### src/verilog/wdt_defines.vh
/*
 watchdog interval timer constants: offsets, fields, reset values, keys, timing counts.
 assumes inclusion by bare name from the design files.
*/
`ifndef WDT_DEFINES_VH
`define WDT_DEFINES_VH
`define WDT_ADDR_CSR 32'hFFFF8610
`define WDT_ADDR_CNT 32'hFFFF8611
`define WDT_ADDR_RSTW 32'hFFFF8612
`define WDT_ADDR_RSTR 32'hFFFF8613
`define WDT_KEY_CNT 8'h5A
`define WDT_KEY_CSR 8'hA5
`define WDT_KEY_RCLR 8'hA5
`define WDT_KEY_RSET 8'h5A
`define WDT_RCLR_LOW 8'h00
`define WDT_CSR_OVF 7
`define WDT_CSR_MODE 6
`define WDT_CSR_RUN 5
`define WDT_RST_WATCHDOG_OVERFLOW_FLAG 7
`define WDT_RST_CHIP_RESET_ENABLE 6
`define WDT_RST_RESET_TYPE_SELECT 5
`define WDT_CSR_RESET 8'h18
`define WDT_CSR_ONES 8'h18
`define WDT_CNT_RESET 8'h00
`define WDT_RST_RESET 8'h1F
`define WDT_RST_ONES 8'h0F
`define WDT_OVF_OUT_CYC 128
`define WDT_CHIP_RST_CYC 512
`define WDT_CNT_MAX 8'hFF
`endif

### src/verilog/wdt_prescaler.v
/*
 wdt_prescaler: free-running divider giving a one-cycle tick at clk/2 .. clk/8192.
 assumes one clock; select is stable while the counter runs.
*/
`timescale 1ns/1ps
module wdt_prescaler #(
  parameter WIDTH = 13
) (
  // clock and reset
  input wire clk,
  input wire resetn,
  // control
  input wire clear,
  input wire [2:0] sel,
  // tick
  output reg tick
);
  reg [WIDTH-1:0] div_reg;
  reg [WIDTH-1:0] mask;

  // division mask per code
  always @* begin
    case (sel)
      3'h0: mask = 13'h0001;
      3'h1: mask = 13'h003F;
      3'h2: mask = 13'h007F;
      3'h3: mask = 13'h00FF;
      3'h4: mask = 13'h01FF;
      3'h5: mask = 13'h03FF;
      3'h6: mask = 13'h0FFF;
      default: mask = 13'h1FFF;
    endcase
  end

  always @(posedge clk or negedge resetn) begin
    if (!resetn) begin
      div_reg <= 13'h0000;
      tick <= 1'b0;
    end else if (clear) begin
      div_reg <= 13'h0000;
      tick <= 1'b0;
    end else begin
      div_reg <= div_reg + 13'h0001;
      tick <= ((div_reg & mask) == mask);
    end
  end
endmodule // wdt_prescaler

### src/verilog/wdt_timer.v
/*
 wdt_timer: watchdog / interval timer with keyed word writes and byte reads.
 assumes a simple cpu port: one-cycle strobes, address held with the strobe,
 standby controller and reset distribution outside.
*/
`timescale 1ns/1ps
`include "wdt_defines.vh"
module wdt_timer #(
  parameter OVF_CYCLES = `WDT_OVF_OUT_CYC,
  parameter RST_CYCLES = `WDT_CHIP_RST_CYC
) (
  // clock and reset
  input wire clk,
  input wire resetn,
  // external reset pin and standby state
  input wire external_reset_pin_n,
  input wire standby_active,
  input wire standby_request,
  input wire nmi_request,
  // cpu register port
  input wire [31:0] addr,
  input wire wr_word,
  input wire wr_byte,
  input wire [15:0] wdata,
  input wire rd_byte,
  output reg [7:0] rdata,
  output reg rvalid,
  // outputs
  output reg overflow_out_n,
  output reg interval_interrupt,
  output reg chip_reset_por,
  output reg chip_reset_manual,
  output reg standby_allow,
  output reg standby_wake
);
  reg [7:0] count_reg;
  reg interval_overflow_flag;
  reg mode_select_bit;
  reg timer_run_enable;
  reg [2:0] clock_divider_select;
  reg watchdog_overflow_flag;
  reg chip_reset_enable;
  reg reset_type_select;
  reg ovf_read_reg;
  reg watchdog_overflow_flag_read_reg;
  reg [7:0] ovf_cnt_reg;
  reg [9:0] rst_cnt_reg;
  reg recov_reg;
  wire tick;
  wire ext_rst;
  wire counting;
  wire overflow;
  wire wd_ovf;
  wire it_ovf;
  wire wr_cnt;
  wire wr_csr;
  wire wr_rclr;
  wire wr_rset;
  wire self_clear;
  wire [7:0] csr_view;
  wire [7:0] rst_view;

  assign ext_rst = !external_reset_pin_n || standby_active;
  assign counting = timer_run_enable || recov_reg;
  assign wr_cnt = wr_word && !wr_byte && addr == `WDT_ADDR_CSR
                  && wdata[15:8] == `WDT_KEY_CNT;
  assign wr_csr = wr_word && !wr_byte && addr == `WDT_ADDR_CSR
                  && wdata[15:8] == `WDT_KEY_CSR;
  assign wr_rclr = wr_word && !wr_byte && addr == `WDT_ADDR_RSTW
                   && wdata[15:8] == `WDT_KEY_RCLR
                   && wdata[7:0] == `WDT_RCLR_LOW;
  assign wr_rset = wr_word && !wr_byte && addr == `WDT_ADDR_RSTW
                   && wdata[15:8] == `WDT_KEY_RSET;
  // tick lost to a coincident write
  assign overflow = counting && tick && !wr_cnt
                    && count_reg == `WDT_CNT_MAX;
  assign wd_ovf = overflow && mode_select_bit && timer_run_enable;
  assign it_ovf = overflow && !mode_select_bit && timer_run_enable;
  assign self_clear = wd_ovf && !chip_reset_enable;
  assign csr_view = {interval_overflow_flag, mode_select_bit, timer_run_enable,
                     2'b11, clock_divider_select} | `WDT_CSR_ONES;
  assign rst_view = {watchdog_overflow_flag, chip_reset_enable, 2'b00, 4'hF}
                    | `WDT_RST_ONES;

  wdt_prescaler #(
    .WIDTH(13)
  ) u_prescaler (
    .clk(clk),
    .resetn(resetn),
    .clear(!counting || !external_reset_pin_n),
    .sel(clock_divider_select),
    .tick(tick)
  );

  // counter
  always @(posedge clk or negedge resetn) begin
    if (!resetn) begin
      count_reg <= `WDT_CNT_RESET;
    end else if (!external_reset_pin_n || self_clear) begin
      count_reg <= `WDT_CNT_RESET;
    end else if (!counting) begin
      count_reg <= `WDT_CNT_RESET;
    end else if (wr_cnt) begin
      count_reg <= wdata[7:0];
    end else if (tick) begin
      count_reg <= count_reg + 8'h01;
    end
  end

  // control register
  always @(posedge clk or negedge resetn) begin
    if (!resetn) begin
      interval_overflow_flag <= 1'b0;
      mode_select_bit <= 1'b0;
      timer_run_enable <= 1'b0;
      clock_divider_select <= 3'h0;
      ovf_read_reg <= 1'b0;
    end else if (!external_reset_pin_n || self_clear) begin
      interval_overflow_flag <= 1'b0;
      mode_select_bit <= 1'b0;
      timer_run_enable <= 1'b0;
      clock_divider_select <= 3'h0;
      ovf_read_reg <= 1'b0;
    end else if (standby_active) begin
      interval_overflow_flag <= 1'b0;
      mode_select_bit <= 1'b0;
      timer_run_enable <= 1'b0;
    end else begin
      if (rd_byte && addr == `WDT_ADDR_CSR && interval_overflow_flag) begin
        ovf_read_reg <= 1'b1;
      end
      if (wr_csr) begin
        mode_select_bit <= wdata[`WDT_CSR_MODE];
        timer_run_enable <= wdata[`WDT_CSR_RUN];
        clock_divider_select <= wdata[2:0];
      end
      // set beats clear
      if (it_ovf) begin
        interval_overflow_flag <= 1'b1;
      end else if (wr_csr && ovf_read_reg && !wdata[`WDT_CSR_OVF]) begin
        interval_overflow_flag <= 1'b0;
        ovf_read_reg <= 1'b0;
      end
    end
  end

  // reset control register
  always @(posedge clk or negedge resetn) begin
    if (!resetn) begin
      watchdog_overflow_flag <= 1'b0;
      chip_reset_enable <= 1'b0;
      reset_type_select <= 1'b0;
      watchdog_overflow_flag_read_reg <= 1'b0;
    end else if (ext_rst) begin
      watchdog_overflow_flag <= 1'b0;
      chip_reset_enable <= 1'b0;
      reset_type_select <= 1'b0;
      watchdog_overflow_flag_read_reg <= 1'b0;
    end else begin
      if (rd_byte && addr == `WDT_ADDR_RSTR && watchdog_overflow_flag) begin
        watchdog_overflow_flag_read_reg <= 1'b1;
      end
      if (wr_rset) begin
        chip_reset_enable <= wdata[`WDT_RST_CHIP_RESET_ENABLE];
        reset_type_select <= wdata[`WDT_RST_RESET_TYPE_SELECT];
      end
      if (wd_ovf) begin
        watchdog_overflow_flag <= 1'b1;
      end else if (wr_rclr && watchdog_overflow_flag_read_reg) begin
        watchdog_overflow_flag <= 1'b0;
        watchdog_overflow_flag_read_reg <= 1'b0;
      end
    end
  end

  // overflow pin and chip reset pulses
  always @(posedge clk or negedge resetn) begin
    if (!resetn) begin
      ovf_cnt_reg <= 8'h00;
      rst_cnt_reg <= 10'h000;
      overflow_out_n <= 1'b1;
      chip_reset_por <= 1'b0;
      chip_reset_manual <= 1'b0;
      interval_interrupt <= 1'b0;
    end else begin
      interval_interrupt <= it_ovf;
      if (wd_ovf && external_reset_pin_n) begin
        ovf_cnt_reg <= OVF_CYCLES[7:0] - 8'h01;
        overflow_out_n <= 1'b0;
      end else if (ovf_cnt_reg != 8'h00) begin
        ovf_cnt_reg <= ovf_cnt_reg - 8'h01;
      end else begin
        overflow_out_n <= 1'b1;
      end
      if (!external_reset_pin_n) begin
        rst_cnt_reg <= 10'h000;
        chip_reset_por <= 1'b0;
        chip_reset_manual <= 1'b0;
      end else if (wd_ovf && chip_reset_enable) begin
        rst_cnt_reg <= RST_CYCLES[9:0] - 10'h001;
        chip_reset_por <= !reset_type_select;
        chip_reset_manual <= reset_type_select;
      end else if (rst_cnt_reg != 10'h000) begin
        rst_cnt_reg <= rst_cnt_reg - 10'h001;
      end else begin
        chip_reset_por <= 1'b0;
        chip_reset_manual <= 1'b0;
      end
    end
  end

  // standby gating and recovery
  always @(posedge clk or negedge resetn) begin
    if (!resetn) begin
      recov_reg <= 1'b0;
      standby_allow <= 1'b0;
      standby_wake <= 1'b0;
    end else begin
      standby_allow <= standby_request && !timer_run_enable;
      standby_wake <= 1'b0;
      if (!standby_active) begin
        recov_reg <= 1'b0;
      end else if (nmi_request) begin
        recov_reg <= 1'b1;
      end else if (recov_reg && tick && count_reg == `WDT_CNT_MAX) begin
        recov_reg <= 1'b0;
        standby_wake <= 1'b1;
      end
    end
  end

  // byte read port
  always @(posedge clk or negedge resetn) begin
    if (!resetn) begin
      rdata <= 8'h00;
      rvalid <= 1'b0;
    end else begin
      rvalid <= rd_byte;
      if (!rd_byte) begin
        rdata <= 8'h00;
      end else begin
        case (addr)
          `WDT_ADDR_CSR: rdata <= csr_view;
          `WDT_ADDR_CNT: rdata <= count_reg;
          `WDT_ADDR_RSTR: rdata <= rst_view;
          default: rdata <= 8'h00;
        endcase
      end
    end
  end
endmodule // wdt_timer
### config.mk
export PLATFORM = sky130hd
export DESIGN_NAME = wdt_timer
export DESIGN_NICKNAME = d
export VERILOG_FILES = /design/src/verilog/wdt_prescaler.v /design/src/verilog/wdt_timer.v
export VERILOG_INCLUDE_DIRS = /design/src /design/src/verilog
export SDC_FILE = /design/constraint.sdc
export NUM_CORES = 1
export LEC_CHECK = 0
export ABC_AREA = 1
export BUFFER_PORTS_ARGS = -buffer_cell sky130_fd_sc_hd__buf_2
export CORE_ASPECT_RATIO = 1.2
export CORE_MARGIN = 3
export CORE_UTILIZATION = 60
export CTS_BUF_LIST = sky130_fd_sc_hd__clkbuf_8
export CTS_CLUSTER_DIAMETER = 50
export DETAILED_ROUTE_END_ITERATION = 10
export PLACE_DENSITY_LB_ADDON = 0.05
export SETUP_SLACK_MARGIN = 0.3
export SLEW_MARGIN = 10
export SYNTH_ARGS = -nofsm -noshare
export SYNTH_HDL_FRONTEND = slang
export SYNTH_HIERARCHICAL = 1
export SYNTH_SLANG_ARGS = --single-unit
### constraint.sdc
create_clock -name clk -period 4.2 [get_ports clk]
set_clock_uncertainty 0.2 [all_clocks]
set_input_delay 0 -clock clk [delete_from_list [all_inputs] [get_ports clk]]
set_output_delay 0 -clock clk [all_outputs]
set_load 0.02 [all_outputs]
==> results.cfg <==
[final_layout]
most-common-layout-cells = nand2_1 (118), inv_1 (82), buf_2 (71)
final_nets = 703
syn_to_final_growth_pct = 23.3
final-instance-count-excl-fill = 731
largest_register_ffs = 13
final_layout_size_suffix_gt1_share_pct = 22.3
layout.cells.most_common = nand2_1
fin_util_pct = 77.3
insertedDiodeCount = 0
filler_cell_count = 527
finalInstanceArea_um2 = 5020

[clock_tree]
clock-root-buffer = clkbuf_8
worstSkewPairLatency_ns = 0.34
htreeDepth = 3
clkSlewWorstSetupHoldPaths_ns = 0.08
post_cts_buffers = 0
cts_buffers = 9
cts_tree = done
clock_sinks = 67
cts-root-to-sink-buffers = 2

[placed_design]
gp_routability_congestion = 0.886
dpl.cell_count = 690
dp_hpwl_mm = 7.20
postPlaceCellArea_um2 = 4510
io_buffers = 71
dpl_worst_slack_ns = 2.06

[die]
die_area_um2 = 7810
design.portCount = 72
total_number_of_placement_rows = 32
die_height_um = 96.2
start_util_pct = 62.7
floorplan.core_area_um2 = 6490
floorplan.die.width_um = 81.2

[setup_path]
startpoint_type = register
timing.reg2reg.worst_path_depth = 15
timing.critical_path.to_type = register
path_depth = 15
timing.critical_path.fanout_max = 7
worst_path_dominant_cell_family = buffers and inverters
slowest_delay_ns = 0.57
regToRegStartpoint = count_reg[1]
worst_ep_arrival_time_ns = 3.74
rrSetupSlack_ns = 0.49
critical_path.reg2reg.endpoint = clock_divider_select[1]
timing.critical_path.buf_inv = 4
slowest_cell_on_the_critical_path = dlygate4sd3_1
worst-endpoint-required_ns = 4.23
cp-startpoint = count_reg[1]
worst_path_cell_trace = ha_1 -> nand2_1 -> inv_2 -> nand2_2 -> nor2_4 -> nand2_2 -> nor2_8 -> nand4_4 -> nand2_4 -> nor2_1 -> dlygate4sd3_1 -> nand2_1 -> dlygate4sd3_1 -> nand2_1 -> dlygate4sd3_1
worst_setup_path_endpoint = clock_divider_select[1]
crit_path_class = reg2reg

[global_route]
gr-usage-all-layers_pct = 27.2
initial_antenna_violation_count = 0
grt_overflow = 0
wire_length_of_the_first_global_routing_pass_mm = 16.4
grt_start_max_net_pins = 36
number_of_global_route_vias_before_repair = 3750

[route]
detailroute.via_count = 3878
initialDrtViolationCount = 199
wl_mm = 9.67
routed_wire_per_std_cell_um = 13.2
drt_pass1_iterations = 4
drtAntennaViolNets = 0
viasPerCell = 5.31
drc = 0

[yosys]
mappedNetlistArea_um2 = 4070
post_syn_area_per_cell_um2 = 7.59
ys_seq_area_share_pct = 41.2
syn_inst = 536
netlist-cell-type-count = 42
synthesis.nets = 598
synth_seq_cells = 67
ys.warnings.count = 6

[flow_run]
drv_cap = 0

[sta]
final.setup.tns_ns = 0
final_period_minus_worst_setup_slack_ns = 3.71
timing_max_transition_violations_final = 0
worst-slew-pin-transition_ns = 0.728
rsz0062_at_grt = no
worst_hold_slack_ns = 0.0120
layout_setup_ws_ns = 0.487
fmax_achieved_ghz = 0.269
hold_violations = 0
slew_headroom_pct = 51.5
min_period_over_period_pct = 88.4
report.final.setup_viol = 0

[run_status]
outcome = finished clean

[pwr]
power_mw = 1.72
vdd_drop_max_mv = 0.245
p_leak_nw = 2.56
power.density_cell_area_nw_per_um2 = 344

[worst_hold_path]
hp_class = in2reg
-- power breakdown --
part           internal, mW  switching, mW  total (mW)  leakage [nW]
combinational         0.140          0.195       0.335          1.54
clock                 0.412          0.260       0.671         0.126
sequential            0.683         0.0352       0.718         0.890
total                  1.24          0.490        1.72          2.56
-- area by class of cell --
cell class / count / area (um2) / share of cell area (%)
repair buffers: 97 / 613 / 12.2
flip-flops and latches: 67 / 1680 / 33.5
inverters: 91 / 344 / 6.86
well taps: 85 / 106 / 2.12
clock buffers: 10 / 138 / 2.74
multi-input cells: 375 / 2020 / 40.3
clock inverters: 6 / 113 / 2.24
-- tightest hold or removal path, stage by stage --
cell and delay [ns]:
buf_2 0.10, nand4_1 0.07, nor3_1 0.05, nand4_1 0.07
nand4_1 0.09, a21oi_1 0.13
-- what timing repair did --
item,in CTS,in global routing
hold endpoints to repair,76,0
endpoints found under the setup margin,0,2
hold buffers,25,0
resized for setup,0,1
-- worst min-delay path by stage --
stage / start / to / slack, ns / cells past startpoint
after global placement: resetn / ovf_cnt_reg[4] / -0.1 / 1
after global routing: addr[31] / rdata[4] / 0.09 / 7
after floorplan: resetn / chip_reset_enable / -0.50 / 0
after CTS: addr[28] / rst_cnt_reg[6] / 0.009 / 6
final: addr[28] / rst_cnt_reg[6] / 0.01 / 6
after detailed placement: resetn / ovf_cnt_reg[4] / -0.1 / 1
-- logic make-up (layout without fill, tap and decap cells) --
kind of cell    after synthesis  after routing  share of synthesized area [%]
xor+xnor                     12             12                           2.58
buf+inv                      94            204                           9.01
fa+ha+maj                     5              5                           1.54
compound gates               64             64                           9.38
simple gates                294            294                           36.2
flops                        67             67                           41.2
-- per-layer routing --
layer  global-route usage [%]  vias up  routed length (um)
li1                         -     1931                   -
met1                     32.2     1802                4000
met2                     48.2      123                4880
met3                     4.68       22                 535
met4                     11.4        0                 260
met5                        0        -                   0
-- synthesized netlist by cell type, drive strengths merged --
cell type / n / share of area [%]
nand2: 129 / 13
inv: 90 / 8.4
nor2: 87 / 11
dfrtp: 66 / 41
nand3: 44 / 6.0
a21oi: 24 / 3.4
o21ai: 24 / 3.0
nand4: 15 / 3.0
nor3: 11 / 1.6
xor2: 9 / 1.9
ha: 5 / 1.5
nand3b: 5 / 0.92
o211ai: 4 / 0.74
a31oi: 3 / 0.46
nor4: 3 / 0.98
o2111ai: 3 / 0.65
xnor2: 3 / 0.65
a22oi: 2 / 0.37
buf: 2 / 0.46
o21a: 2 / 0.37
a21boi: 1 / 0.18
clkbuf: 1 / 0.092
clkinv: 1 / 0.092
dfstp: 1 / 0.65
o22ai: 1 / 0.15
Power figures use the tool's default switching activity.
